$ cat config.mk
export PLATFORM = sky130hd
export DESIGN_NAME = vectored_interrupt_structure
export DESIGN_NICKNAME = d
export VERILOG_FILES = /design/src/placeholder_unused.sv /design/src/vic_pkg.sv /design/src/vectored_interrupt_structure.sv
export SDC_FILE = /design/constraint.sdc
export NUM_CORES = 1
export LEC_CHECK = 0
export BUFFER_PORTS_ARGS = -buffer_cell sky130_fd_sc_hd__buf_2
export CAP_MARGIN = 0
export CORE_UTILIZATION = 58
export DETAILED_ROUTE_END_ITERATION = 6
export PLACE_DENSITY = 0.86
export SETUP_SLACK_MARGIN = 0.02
export SKIP_CTS_REPAIR_TIMING = 1
export SLEW_MARGIN = 20
export SYNTH_ARGS = -nofsm -noshare
export SYNTH_HDL_FRONTEND = slang
export SYNTH_SLANG_ARGS = --single-unit
$ cat constraint.sdc
create_clock -name clock_in -period 9.5 [get_ports clock_in]
set_input_delay 0.475 -clock clock_in [delete_from_list [all_inputs] [get_ports clock_in]]
set_output_delay 0.475 -clock clock_in [all_outputs]
set_load 0.01 [all_outputs]
$ cat src/placeholder_unused.sv
`timescale 1ns/1ps

$ cat src/vic_pkg.sv
package vic_pkg;

  // ----------------------------------------------------------------------
  // sizes
  // ----------------------------------------------------------------------
  localparam int NUM_LEVELS = 8;
  localparam int NUM_SOURCES = 31;
  localparam int LEVEL_W = 3;
  localparam int SRC_W = 5;
  localparam int VEC_W = 8;
  localparam int ADDR_W = 16;
  localparam int DATA_W = 8;

  // ----------------------------------------------------------------------
  // constants of the service sequence
  // ----------------------------------------------------------------------
  localparam logic [VEC_W-1:0] VECTOR_PAGE = 8'h00;
  localparam logic [ADDR_W-1:0] ADDR_ONE = 16'h0001;
  localparam logic [ADDR_W-1:0] PUSH_ONE = 16'h0001;
  localparam logic [ADDR_W-1:0] PUSH_TWO = 16'h0002;
  localparam logic [ADDR_W-1:0] PUSH_THREE = 16'h0003;
  localparam logic [NUM_SOURCES-1:0] AUTO_CLEAR_DEFAULT = 31'h0000_015E;

  // ----------------------------------------------------------------------
  // level priority register fields
  // ----------------------------------------------------------------------
  localparam int PRI_GROUP_B0 = 1;
  localparam int PRI_GROUP_B1 = 4;
  localparam int PRI_GROUP_B2 = 7;
  localparam int PRI_A_SEL = 0;
  localparam int PRI_B_SEL = 2;
  localparam int PRI_B_SUB = 3;
  localparam int PRI_C_SEL = 5;
  localparam int PRI_C_SUB = 6;
  localparam logic [2:0] ORDER_BCA = 3'h1;
  localparam logic [2:0] ORDER_BAC = 3'h3;
  localparam logic [2:0] ORDER_CAB = 3'h4;
  localparam logic [2:0] ORDER_CBA = 3'h5;
  localparam logic [2:0] ORDER_ACB = 3'h6;

  // ----------------------------------------------------------------------
  // source table, ascending vector address inside each level
  // ----------------------------------------------------------------------
  localparam logic [LEVEL_W-1:0] LEVEL_OF [0:NUM_SOURCES-1] = '{
    3'h0, 3'h0, 3'h1, 3'h2, 3'h2, 3'h3, 3'h3, 3'h3, 3'h3, 3'h4, 3'h4,
    3'h5, 3'h5, 3'h5, 3'h5,
    3'h6, 3'h6, 3'h6, 3'h6, 3'h6, 3'h6, 3'h6, 3'h6,
    3'h7, 3'h7, 3'h7, 3'h7, 3'h7, 3'h7, 3'h7, 3'h7};
  localparam logic [VEC_W-1:0] VECTOR_OF [0:NUM_SOURCES-1] = '{
    8'hCE, 8'hD0, 8'hD2, 8'hD4, 8'hD6, 8'hD8, 8'hDA, 8'hDC, 8'hDE,
    8'hE4, 8'hE6, 8'hE8, 8'hEA, 8'hEC, 8'hEE,
    8'hF0, 8'hF2, 8'hF4, 8'hF6, 8'hF8, 8'hFA, 8'hFC, 8'hFE,
    8'hB0, 8'hB2, 8'hB4, 8'hB6, 8'hB8, 8'hBA, 8'hBC, 8'hBE};

  // ----------------------------------------------------------------------
  // carriers and states
  // ----------------------------------------------------------------------
  typedef struct packed {
    logic [LEVEL_W-1:0] level;
    logic [SRC_W-1:0] source;
    logic [VEC_W-1:0] vector;
  } request_type;

  typedef struct packed {
    logic [ADDR_W-1:0] addr;
    logic [DATA_W-1:0] wdata;
    logic write;
    logic read;
  } mem_cmd_type;

  typedef enum logic [6:0] {
    ST_IDLE     = 7'b000_0001,
    ST_PUSH_LO  = 7'b000_0010,
    ST_PUSH_HI  = 7'b000_0100,
    ST_PUSH_FL  = 7'b000_1000,
    ST_FETCH_HI = 7'b001_0000,
    ST_FETCH_LO = 7'b010_0000,
    ST_START    = 7'b100_0000
  } seq_state_type;

endpackage

$ cat src/vectored_interrupt_structure.sv
`timescale 1ns/1ps
// Notes on behaviour
// - there are eight levels 0 to 7, sharing one request output to the core.
// - level numbers are names only; the priority setting alone ranks them.
// - levels form groups and subgroups whose order the setting selects.
// - a level may own one or many vectors, up to eight each.
// - inside a level the lowest vector address wins, fixed in hardware.
// - thirty-one sources, each with its own vector over the eight levels.
// - a pending bit is cleared by software, or by hardware on service for sources whose auto-clear bit is set.
// - levels are one vector one source or many vectors many sources.
// - a grant disables interrupts and stacks the pc and the flags.
// - the service address is the vector byte then the next byte.
// - a source may be a pin event or a counter overflow.
// - enable and disable instructions drive bit 0 of system mode.
// - the mask register keeps a masked level from the core.
// - the request register holds one pending flag per level.
module vectored_interrupt_structure #(
  parameter logic [vic_pkg::NUM_SOURCES-1:0] AUTO_CLEAR =
    vic_pkg::AUTO_CLEAR_DEFAULT
) (
  input wire logic clock_in,
  input wire logic rst_in,
  input wire logic [vic_pkg::NUM_SOURCES-1:0] source_event_in,
  input wire logic [vic_pkg::NUM_SOURCES-1:0] source_clear_in,
  input wire logic [vic_pkg::NUM_LEVELS-1:0] level_mask_in,
  input wire logic [vic_pkg::NUM_LEVELS-1:0] level_priority_in,
  input wire logic enable_interrupts_in,
  input wire logic disable_interrupts_in,
  input wire logic grant_in,
  input wire logic [vic_pkg::ADDR_W-1:0] pc_in,
  input wire logic [vic_pkg::DATA_W-1:0] flags_in,
  input wire logic [vic_pkg::ADDR_W-1:0] sp_in,
  input wire logic [vic_pkg::DATA_W-1:0] mem_rdata_in,
  output logic request_valid_out,
  output vic_pkg::request_type request_out,
  output vic_pkg::mem_cmd_type mem_cmd_out,
  output logic [vic_pkg::ADDR_W-1:0] sp_out,
  output logic sp_load_out,
  output logic [vic_pkg::ADDR_W-1:0] service_addr_out,
  output logic service_start_out,
  output logic global_enable_out,
  output logic [vic_pkg::NUM_LEVELS-1:0] level_pending_out,
  output logic [vic_pkg::NUM_SOURCES-1:0] source_pending_out,
  output logic busy_out
);

  // ----------------------------------------------------------------------
  // level ranking
  // ----------------------------------------------------------------------
  // ranked list of levels, highest first in the top three bits
  function automatic logic [23:0] level_order(input logic [7:0] p);
    logic [5:0] ga;
    logic [8:0] gb;
    logic [8:0] gc;
    logic [5:0] sb;
    logic [5:0] sc;
    logic [2:0] code;
    ga = p[vic_pkg::PRI_A_SEL] ? {3'h1, 3'h0} : {3'h0, 3'h1};
    sb = p[vic_pkg::PRI_B_SUB] ? {3'h4, 3'h3} : {3'h3, 3'h4};
    gb = p[vic_pkg::PRI_B_SEL] ? {sb, 3'h2} : {3'h2, sb};
    sc = p[vic_pkg::PRI_C_SUB] ? {3'h7, 3'h6} : {3'h6, 3'h7};
    gc = p[vic_pkg::PRI_C_SEL] ? {sc, 3'h5} : {3'h5, sc};
    code = {p[vic_pkg::PRI_GROUP_B2], p[vic_pkg::PRI_GROUP_B1],
            p[vic_pkg::PRI_GROUP_B0]};
    // group order taken only from the setting
    case (code)
      vic_pkg::ORDER_BCA: level_order = {gb, gc, ga};
      vic_pkg::ORDER_BAC: level_order = {gb, ga, gc};
      vic_pkg::ORDER_CAB: level_order = {gc, ga, gb};
      vic_pkg::ORDER_CBA: level_order = {gc, gb, ga};
      vic_pkg::ORDER_ACB: level_order = {ga, gc, gb};
      default: level_order = {ga, gb, gc};
    endcase
  endfunction

  // ----------------------------------------------------------------------
  // state
  // ----------------------------------------------------------------------
  logic [vic_pkg::NUM_SOURCES-1:0] pend_q, pend_d, hw_clr;
  logic [vic_pkg::NUM_LEVELS-1:0] lvl_pend_q, lvl_pend_d;
  logic gie_q, gie_d;
  logic req_valid_q, req_valid_d;
  vic_pkg::request_type req_q, req_d;
  vic_pkg::seq_state_type state_q, state_d;
  logic [vic_pkg::ADDR_W-1:0] pc_q, pc_d, sp_q, sp_d;
  logic [vic_pkg::DATA_W-1:0] flags_q, flags_d, hi_q, hi_d;
  logic [vic_pkg::VEC_W-1:0] vec_q, vec_d;
  vic_pkg::mem_cmd_type cmd_q, cmd_d;
  logic [vic_pkg::ADDR_W-1:0] sp_out_q, sp_out_d, addr_q, addr_d;
  logic sp_load_q, sp_load_d, start_q, start_d;
  logic accept;
  logic found;
  logic [2:0] sel_lvl;
  logic [vic_pkg::SRC_W-1:0] sel_src;
  logic [23:0] order;
  logic [vic_pkg::NUM_SOURCES-1:0] lvl_peer;

  assign accept = req_valid_q && grant_in && (state_q == vic_pkg::ST_IDLE);

  // ----------------------------------------------------------------------
  // per source pending flags
  // ----------------------------------------------------------------------
  // hardware clear of the serviced source, per entry
  generate
    for (genvar g = 0; g < vic_pkg::NUM_SOURCES; g++) begin : g_src
      assign hw_clr[g] = accept && AUTO_CLEAR[g] &&
                         (req_q.source == vic_pkg::SRC_W'(g));
      // sources that share the level of the presented request
      assign lvl_peer[g] = (vic_pkg::LEVEL_OF[g] == req_q.level);
    end
  endgenerate

  // set by pin or counter event, set wins over either clear
  always_comb begin
    pend_d = (pend_q & ~source_clear_in & ~hw_clr) |
             source_event_in;
    lvl_pend_d = '0;
    for (int s = 0; s < vic_pkg::NUM_SOURCES; s++) begin
      if (pend_d[s]) begin
        lvl_pend_d[vic_pkg::LEVEL_OF[s]] = 1'b1;
      end
    end
  end

  // ----------------------------------------------------------------------
  // global enable, bit 0 of system mode
  // ----------------------------------------------------------------------
  always_comb begin
    gie_d = gie_q;
    if (enable_interrupts_in) begin
      gie_d = 1'b1;
    end
    if (disable_interrupts_in) begin
      gie_d = 1'b0;
    end
    if (accept) begin
      gie_d = 1'b0;
    end
  end

  // ----------------------------------------------------------------------
  // selection of level and vector
  // ----------------------------------------------------------------------
  always_comb begin
    order = level_order(level_priority_in);
    found = 1'b0;
    sel_lvl = '0;
    for (int k = 0; k < vic_pkg::NUM_LEVELS; k++) begin
      if (!found && lvl_pend_q[order[23-3*k -: 3]] &&
          level_mask_in[order[23-3*k -: 3]]) begin
        found = 1'b1;
        sel_lvl = order[23-3*k -: 3];
      end
    end
    // any count of vectors per level, lowest address kept last
    sel_src = '0;
    for (int s = vic_pkg::NUM_SOURCES - 1; s >= 0; s--) begin
      if (pend_q[s] && (vic_pkg::LEVEL_OF[s] == sel_lvl)) begin
        sel_src = vic_pkg::SRC_W'(s);
      end
    end
    req_d.level = sel_lvl;
    req_d.source = sel_src;
    req_d.vector = vic_pkg::VECTOR_OF[sel_src];
    req_valid_d = found && gie_d && (state_d == vic_pkg::ST_IDLE);
  end

  // ----------------------------------------------------------------------
  // service sequencer
  // ----------------------------------------------------------------------
  always_comb begin
    state_d = state_q;
    pc_d = pc_q;
    flags_d = flags_q;
    sp_d = sp_q;
    vec_d = vec_q;
    hi_d = hi_q;
    addr_d = addr_q;
    sp_out_d = sp_out_q;
    sp_load_d = 1'b0;
    start_d = 1'b0;
    case (state_q)
      vic_pkg::ST_IDLE: begin
        if (accept) begin
          state_d = vic_pkg::ST_PUSH_LO;
          pc_d = pc_in;
          flags_d = flags_in;
          sp_d = sp_in;
          vec_d = req_q.vector;
        end
      end
      vic_pkg::ST_PUSH_LO: state_d = vic_pkg::ST_PUSH_HI;
      vic_pkg::ST_PUSH_HI: state_d = vic_pkg::ST_PUSH_FL;
      vic_pkg::ST_PUSH_FL: state_d = vic_pkg::ST_FETCH_HI;
      vic_pkg::ST_FETCH_HI: state_d = vic_pkg::ST_FETCH_LO;
      vic_pkg::ST_FETCH_LO: begin
        hi_d = mem_rdata_in;
        state_d = vic_pkg::ST_START;
      end
      vic_pkg::ST_START: begin
        addr_d = {hi_q, mem_rdata_in};
        start_d = 1'b1;
        sp_out_d = sp_q - vic_pkg::PUSH_THREE;
        sp_load_d = 1'b1;
        state_d = vic_pkg::ST_IDLE;
      end
      default: state_d = vic_pkg::ST_IDLE;
    endcase
  end

  // memory command for the cycle that follows
  always_comb begin
    cmd_d = '0;
    case (state_d)
      vic_pkg::ST_PUSH_LO: begin
        cmd_d.addr = sp_d - vic_pkg::PUSH_ONE;
        cmd_d.wdata = pc_d[7:0];
        cmd_d.write = 1'b1;
      end
      vic_pkg::ST_PUSH_HI: begin
        cmd_d.addr = sp_d - vic_pkg::PUSH_TWO;
        cmd_d.wdata = pc_d[15:8];
        cmd_d.write = 1'b1;
      end
      vic_pkg::ST_PUSH_FL: begin
        cmd_d.addr = sp_d - vic_pkg::PUSH_THREE;
        cmd_d.wdata = flags_d;
        cmd_d.write = 1'b1;
      end
      vic_pkg::ST_FETCH_HI: begin
        cmd_d.addr = {vic_pkg::VECTOR_PAGE, vec_d};
        cmd_d.read = 1'b1;
      end
      vic_pkg::ST_FETCH_LO: begin
        cmd_d.addr = {vic_pkg::VECTOR_PAGE, vec_d} + vic_pkg::ADDR_ONE;
        cmd_d.read = 1'b1;
      end
      default: cmd_d = '0;
    endcase
  end

  // ----------------------------------------------------------------------
  // registers
  // ----------------------------------------------------------------------
  always_ff @(posedge clock_in or posedge rst_in) begin
    if (rst_in) begin
      pend_q <= '0;
      lvl_pend_q <= '0;
      gie_q <= 1'b0;
      req_valid_q <= 1'b0;
      req_q <= '0;
      state_q <= vic_pkg::ST_IDLE;
      pc_q <= '0;
      flags_q <= '0;
      sp_q <= '0;
      vec_q <= '0;
      hi_q <= '0;
      cmd_q <= '0;
      addr_q <= '0;
      sp_out_q <= '0;
      sp_load_q <= 1'b0;
      start_q <= 1'b0;
    end else begin
      pend_q <= pend_d;
      lvl_pend_q <= lvl_pend_d;
      gie_q <= gie_d;
      req_valid_q <= req_valid_d;
      req_q <= req_d;
      state_q <= state_d;
      pc_q <= pc_d;
      flags_q <= flags_d;
      sp_q <= sp_d;
      vec_q <= vec_d;
      hi_q <= hi_d;
      cmd_q <= cmd_d;
      addr_q <= addr_d;
      sp_out_q <= sp_out_d;
      sp_load_q <= sp_load_d;
      start_q <= start_d;
    end
  end

  // outputs straight from flip-flops, except busy_out decoded from state_q
  assign request_valid_out = req_valid_q;
  assign request_out = req_q;
  assign mem_cmd_out = cmd_q;
  assign sp_out = sp_out_q;
  assign sp_load_out = sp_load_q;
  assign service_addr_out = addr_q;
  assign service_start_out = start_q;
  assign global_enable_out = gie_q;
  assign level_pending_out = lvl_pend_q;
  assign source_pending_out = pend_q;
  assign busy_out = (state_q != vic_pkg::ST_IDLE);
endmodule

# Word level (Yosys, flattened, before mapping)
# Memory sizes are Yosys's and may differ from the RTL's. A register that Yosys moved wholly into a read port is not among the register bits.
# Index checks and enable logic that the tools add are counted.
# W data, S select, Z words.
[word_totals] memories=1 out_inout_bits=118 rom_bits=256 register_bits=171
[mem_list] name="(no name shown)" words=32 word_bits=8 read_ports=1 rd_clocked_by_memory_dff=1 write_ports=0 line_no="vectored_interrupt_structure.sv:164" source="req_d.vector = vic_pkg::VECTOR_OF[sel_src];"
[op_classes] addsub=5 n_mux=133 bitwise=6 n_reduce_logical=65 order_cmp=8 n_eq_ne=32
[op_table] operator="$mux W5" count=31
[op_table] operator="$pmux W24 S5" count=1
[op_table] operator="$pmux W16 S5" count=1
[op_table] operator="$mux W16" count=4
[op_table] operator="$and A31 B31 Y31" count=2
[op_table] operator="$mux W1" count=60
[op_table] operator="$logic_and A1 B1 Y1" count=56
[op_table] operator="$bmux W1 S3" count=16
[op_table] operator="$sub A16 B2 Y16 const B" count=3
[op_table] operator="$pmux W7 S6" count=1
[op_table] operator="$mux W8" count=5
[op_table] operator="$lt A3 B4 Y1 const B" count=8
[op_table] operator="$not A31 Y31" count=1
[op_table] operator="$not A9 Y31" count=1
[op_table] operator="$or A31 B31 Y31" count=1
[op_table] operator="$pmux W9 S3" count=1
[op_table] operator="$mux W3" count=8
[op_table] operator="$sub A16 B1 Y16 const B" count=1
[op_table] operator="$eq A7 B1 Y1 const B" count=2
[op_table] operator="$eq A7 B2 Y1 const B" count=2
[op_table] operator="$eq A7 B3 Y1 const B" count=2
[op_table] operator="$eq A7 B4 Y1 const B" count=2
[op_table] operator="$eq A7 B5 Y1 const B" count=2
[op_table] operator="$eq A7 B6 Y1 const B" count=2
[op_table] operator="21 further kinds" count=36

# Logic depth before layout (Yosys ltp)
# Gate-level depths: netlist of run 1.
[logic_depth] ltp_word=69 depth_mapped=24 depth_no_buf=22

# Least setup slack after synthesis of run 1
# Ideal clock, no wire load.
[synth_timing] path_type="input port to flip-flop" start="input port level_priority_in[2] in the netlist's numbering" end="register, netlist name request_out[2]" path_stages=20 path_buffers=2 path_slack_ps=4380 arrival_ps=4992 path_cell_list="inv_1 ha_1 clkbuf_2 a22o_1 a221oi_4 mux4_2 mux2i_2 a21oi_4 nand2b_1 or4_4 nand2_4 inv_2 buf_4 a311o_1 a31oi_1 inv_1 ha_1 and3_4 nor4_2 a21oi_1"
[synth_rtl] element="from (decl)" line_no="vectored_interrupt_structure.sv:26" source="input wire logic [vic_pkg::NUM_LEVELS-1:0] level_priority_in,"

==> results of run 1 <==
cells by family after synthesis:
group / after synthesis / share of synthesized area (%)
simple gates: 414 / 20.3
xor+xnor: 30 / 2.65
flops: 169 / 42.7
buf+inv: 114 / 5.06
fa+ha+maj: 18 / 2.35
mux: 73 / 8.19
other cells: 2 / 0.0757
compound gates: 252 / 18.7
cell type report:
| cell class | instances | area, um2 | share of cell area, % |
|---|---|---|---|
| clock buffers | 17 | 425 | 3.59 |
| clock inverters | 15 | 181 | 1.53 |
| inverters | 72 | 280 | 2.37 |
| multi-input cells | 789 | 5200 | 43.9 |
| flip-flops and latches | 169 | 4230 | 35.7 |
| well taps | 220 | 275 | 2.32 |
| repair buffers | 250 | 1260 | 10.6 |
through the flow:
step	power, W	worst slack [ns]	cells	area (um2)	hold slack (ns)
2_1_floorplan	0.00152	4.38	1072	9910	0.440
3_3_place_gp	0.00172	3.54	1500	11200	0.453
3_5_place_dp	0.00175	3.31	1500	11200	0.460
4_1_cts	0.00245	3.76	1532	11800	0.216
5_1_grt	0.00259	3.30	1532	11900	0.216
6_report	0.00246	3.65	1532	11900	0.205
routing by layer:
| metal | vias to the layer above | track usage [%] |
|---|---|---|
| li1 | 4279 | - |
| met1 | 4357 | 41.7 |
| met2 | 437 | 49.8 |
| met3 | 64 | 5.86 |
| met4 | 0 | 12.4 |
| met5 | - | 0 |
cell usage after synthesis, types with 12 or more instances:
library cell,count
nand3_1,19
nor2b_1,12
nor3_1,26
a21oi_1,51
a22oi_1,18
o21ai_0,32
dfrtp_1,168
mux2i_1,40
mux2_2,28
a21o_1,24
nand2b_1,14
ha_1,17
xnor2_1,27
inv_1,67
nand2_1,181
clkbuf_1,20
nor2_1,81
a211oi_1,14
where the power goes:
| group | switching (W) | total, W | internal (W) |
|---|---|---|---|
| combinational | 0.000519 | 0.000856 | 0.000338 |
| clock | 0.000326 | 0.000703 | 0.000377 |
| sequential | 0.0000809 | 0.000903 | 0.000822 |
| total | 0.000926 | 0.00246 | 0.00154 |
registers in the layout (all words and copies together) (netlist names), 7 cells and up:
signal	flops
source_pending_out	30
mem_cmd_out	26
service_addr_out	16
sp_out	16
sp_q	16
request_out	15
flags_q	8
hi_q	8
level_pending_out	8
pc_q	8
vec_q	8
state_q	7
worst reg2reg max path, cell delays in order (launching register included):
cell       delay [ns]
dfrtp_1          0.44
nand2_1          0.31
nor3_1           0.10
o21ai_0          0.41
o211a_1          0.30
o2111ai_2        0.22
or2_4            0.34
o32a_4           0.48
clkinv_1         0.22
nor2_1           0.07
a311o_1          0.32
a31oi_1          0.44
inv_1            0.18
ha_1             0.43
nor2_1           0.15
a32oi_1          0.10
nor4_2           0.28
a21oi_1          0.08
worst paths after layout:
| kind | from | end | slack [ns] | depth (start not counted) |
|---|---|---|---|---|
| worst min-delay path | rst_in | source_pending_out[30] | 0.21 | 2 |
| worst max-delay path | level_priority_in[1] | request_out[2] | 3.65 | 19 |
| min in group clock_in | source_clear_in[12] | source_pending_out[12] | 0.22 | 2 |
| worst min register to register | hi_q[1] | hi_q[1] | 0.48 | 2 |
| max in group asynchronous | rst_in | sp_out[11] | 7.89 | 3 |
| worst max register to register | level_pending_out[4] | request_out[2] | 4.53 | 17 |
==> run_results.csv, run 1 <==
group,metric,value,unit
timing,clock_skew,0.0133,ns
die,core,16600,um2
synth,synth_area_leaders,"dfrtp_1 42%, nand2_1 6.9%, mux2i_1 4.0%",
clocking,clkLatencyLatePin,0.44,ns
detailed_routing,drt-total-wl,26800,um
critical_path,cpLargestDelayFamily,"compound AO/OA/AOI/OAI gates",
detailed_routing,drt-pass1-iter-count,7,
critical_path,path_cells,"buf_2 -> nor2b_1 -> a211oi_1 -> o22ai_1 -> nor2_1 -> a211o_1 -> a21oi_4 -> mux2_2 -> o32a_1 -> nand2_4 -> inv_2 -> a311o_1 -> a31oi_1 -> inv_1 -> ha_1 -> nor2_1 -> a32oi_1 -> nor4_2 -> a21oi_1",
layout,fillers,1247,
critical_path,max_stage_delay,0.72,ns
synth,synth_flop_cell,"dfrtp_1",
synth,synth_seq_cells,169,
grt,grt_usage,31.1,%
timing,finalSetupViolCount,0,
layout,diodes,0,
die,dieHeight,133,um
grt,grt_pass1_vias,8718,
detailed_routing,dr_wl_met3,1920,um
timing,hold_viol,0,
detailed_routing,viasPerCell,5.96,
critical_path,crit_required,9.81,ns
critical_path,cp.arrival,6.16,ns
synth,synth_area_per_cell,9.25,um2
grt,grt_start_max_net_pins,97,
job,max_cap_violations,0,
timing,fin_tns_setup,0,ns
detailed_routing,drt_drc_violations_left,11,
detailed_routing,ant_nets,0,
layout,drive_gt1_share,27.4,%
synth,syn_nets,1221,
detailed_routing,drtIter0Drc,784,
grt,grt_antenna_before_repair,0,
synth,synth_top_area_share,42.4,%
timing,period_minus_slack,5.85,ns
synth,synthesis.area,9910,um2
synth,async_reset_ff_share,100,%
layout,syn2layout_area_growth,19.5,%
timing,rsz0062_at_grt,"false",
timing,fin_crit_sh,61.6,%
synth,synth-seq-area-share,42.7,%
place,dp_hpwl,19900,um
place,place_congestion,0.936,
detailed_routing,wl_met2,12700,um
clocking,cts_buffer_depth,2,
synth,synth_area_leader_cell,"dfrtp_1",
die,pin_count,249,
timing,slew_violations,0,
critical_path,critPathKind,"primary input to register",
layout,utilization,71.2,%
clocking,clock-root-buffer,"clkbuf_16",
timing,worst_slew_pin_slew,0.900,ns
synth,syn_inst,1072,
critical_path,cp-end-kind,"register",
detailed_routing,dr_total_vias,9137,
worst_hold_path,hold_path_class,"primary input to asynchronous set/reset pin",
timing,slew-limit-headroom,40.0,%
clocking,numCtsBuffers,17,
power_and_ir_drop,powerDensity,208,nW/um2
synth,synth_edf_count,0,
synth,synth_cell_types,99,
die,design.die.area,17600,um2
power_and_ir_drop,vdd_drop_max,0.151,mV
layout,layout_common_cells,"247 x buf_2, 181 x nand2_1, 168 x dfrtp_1",
clocking,clkSlewWorstSetupHoldPaths,0.07,ns
detailed_routing,top_layer,"met4",
critical_path,start_kind,"primary input",
detailed_routing,wl_met1,11500,um
power_and_ir_drop,cellLeakagePower,5.96,nW
clocking,cts_tree,"built",
grt,grt_pass1_wl,43400,um
detailed_routing,wire_per_inst,17.5,um
place,io_buffers,247,
critical_path,crit_slowest_cell,"nor2b_1",
die,rows,47,
synth,ys_warn_count,0,
clocking,htree_levels,4,
layout,final_nets,1448,
layout,mostFrequentLayoutCell,"buf_2",
grt,gr-total-overflow,0,
die,die_w,133,um
status,violations,"design-rule violations",
critical_path,path_common_cell,"nor2_1",
clocking,cts_sinks,169,
critical_path,critPathBufInv,3,
critical_path,crit_fanout,35,
timing,fmax,0.171,GHz
die,initial_core_util,59.6,%
status,status,"finished, violations left",
Note: power is estimated with default switching activity, not from simulation.
==> run 2: changes to the inputs <==
- CORE_UTILIZATION: 58 -> 49
- PLACE_DENSITY: 0.86 -> 0.77
- clock period: 9.5 -> 5 ns (I/O delays scaled with it)
==> run_results.csv, run 2 (same netlist as run 1, synthesis figures left out) <==
group,metric,value,unit
critical_path,crit_fanout,7,
critical_path,cpLargestDelayFamily,"compound AO/OA/AOI/OAI gates",
critical_path,critPathBufInv,2,
clocking,htree_levels,4,
layout,drive_gt1_share,29.8,%
place,placed_area,11600,um2
detailed_routing,dr_total_vias,9118,
critical_path,cp-end-kind,"register",
layout,largest_reg_flops,30,
timing,rsz0062_at_grt,"false",
critical_path,crit_slowest_cell,"or4_4",
clocking,cts_buffer_depth,2,
detailed_routing,viasPerCell,5.62,
grt,grt_usage,26.9,%
die,core,19700,um2
layout,final_cell_area,12200,um2
critical_path,crit_cells,20,
critical_path,critPathKind,"primary input to register",
layout,diodes,0,
grt,grt_start_max_net_pins,70,
detailed_routing,drt-total-wl,27600,um
grt,grt_antenna_before_repair,0,
status,status,"finished, violations left",
critical_path,path_cells,"buf_2 -> ha_1 -> a22o_1 -> a221oi_4 -> mux4_2 -> mux2i_2 -> a21oi_4 -> nand2b_1 -> or4_4 -> nand2_4 -> inv_2 -> mux2i_1 -> o32ai_1 -> a21oi_1 -> o31a_1 -> ha_1 -> nor2_1 -> a32oi_1 -> nor4_2 -> a21oi_1",
clocking,cts_sinks,169,
critical_path,start_kind,"primary input",
timing,worst_slew_pin_slew,0.936,ns
timing,fin_crit_sh,92.7,%
timing,hold_viol,0,
timing,period_minus_slack,4.64,ns
timing,clock_skew,0.0116,ns
status,violations,"design-rule violations",
worst_hold_path,hold_path_class,"primary input to register",
power_and_ir_drop,cellLeakagePower,6.16,nW
detailed_routing,drt-pass1-iter-count,7,
clocking,cts_tree,"built",
job,max_cap_violations,0,
detailed_routing,wire_per_inst,17.0,um
layout,layout_common_cells,"247 x buf_2, 181 x nand2_1, 168 x dfrtp_1",
critical_path,max_stage_delay,0.58,ns
layout,final_nets,1492,
timing,slew_violations,0,
layout,seqCellArea,4230,um2
die,rows,51,
die,design.die.area,20800,um2
clocking,numCtsBuffers,17,
place,place_congestion,0.929,
clocking,clock-root-buffer,"clkbuf_16",
power_and_ir_drop,power,0.00466,W
critical_path,cp.arrival,4.93,ns
detailed_routing,drtIter0Drc,785,
layout,multi_input_area,5210,um2
clocking,clkLatencyLatePin,0.43,ns
grt,grt_pass1_vias,8728,
die,dieHeight,144,um
die,die_w,144,um
layout,mostFrequentLayoutCell,"buf_2",
worst_hold_path,holdPathStages,2,
die,pin_count,249,
die,initial_core_util,50.4,%
place,io_buffers,247,
timing,finalSetupViolCount,0,
timing,hold_ws,0.0100,ns
critical_path,worstRegToRegCells,20,
place,dp_hpwl,21000,um
grt,grt_pass1_wl,43700,um
layout,syn2layout_area_growth,23.2,%
timing,fmax,0.216,GHz
detailed_routing,ant_nets,0,
grt,gr-total-overflow,0,
timing,slew-limit-headroom,37.4,%
place,dpl.cell_count,1588,
power_and_ir_drop,powerDensity,382,nW/um2
critical_path,crit_required,5.30,ns
layout,fillers,1770,
layout,fin_cells,1621,
power_and_ir_drop,vdd_drop_max,0.253,mV
clocking,clkSlewWorstSetupHoldPaths,0.07,ns
detailed_routing,drt_drc_violations_left,1,
## run 2: worst register-to-register path, cell delays in order (launching register included)
cell,delay [ns]
dfrtp_1,0.47
nand2_1,0.29
a21oi_1,0.07
o21ai_0,0.41
o211a_1,0.31
o2111ai_2,0.18
nor2_1,0.28
o32a_1,0.32
nand2_4,0.10
inv_2,0.11
buf_4,0.14
nor2_1,0.05
o31ai_1,0.28
a21oi_1,0.10
a31oi_1,0.21
inv_1,0.12
ha_1,0.40
nor2_1,0.13
a32oi_1,0.08
nor4_2,0.27
a21oi_1,0.07
## run 2: path summary, 6_finish.rpt
check | to | slack (ns) | startpoint
worst max register to register | request_out[2] | 0.49 | level_pending_out[5]
max in group asynchronous | sp_q[12] | 3.34 | rst_in
worst min register to register | flags_q[7] | 0.47 | flags_q[7]
worst min-delay path | source_pending_out[12] | 0.01 | source_clear_in[12]
worst max-delay path | request_out[2] | 0.36 | level_priority_in[2]
min in group asynchronous | mem_cmd_out[5] | 0.45 | rst_in
## run 2: stage by stage
step           util, %  setup slack, ns  TNS, ns
2_1_floorplan        -            0.105        0
3_3_place_gp      59.1           0.0782        0
3_5_place_dp      59.1           -0.141   -0.141
4_1_cts           62.0            0.305        0
5_1_grt           62.1           0.0542        0
6_report          62.1            0.364        0
## run 2: final cells by class
class	count	area share, %
Multi-Input combinational cell	789	42.7
Clock inverter	15	1.17
Inverter	72	2.30
Tap cell	265	2.72
Clock buffer	17	3.48
Timing Repair Buffer	294	13.0
Sequential cell	169	34.6
## run 2: per-layer routing
layer | global-route usage [%] | part of all wire (%) | vias to the layer above
met5 | 0 | 0 | -
met2 | 44.2 | 48 | 340
met4 | 8.64 | 1.8 | 0
li1 | - | - | 4361
met3 | 5.23 | 6.3 | 44
met1 | 35.9 | 44 | 4373
## run 2: power breakdown
group / switching [W] / internal [W] / total (W)
Combinational: 0.000986 / 0.000711 / 0.00170
Sequential: 0.000155 / 0.00156 / 0.00172
Clock: 0.000587 / 0.000657 / 0.00124
Total: 0.00173 / 0.00293 / 0.00466
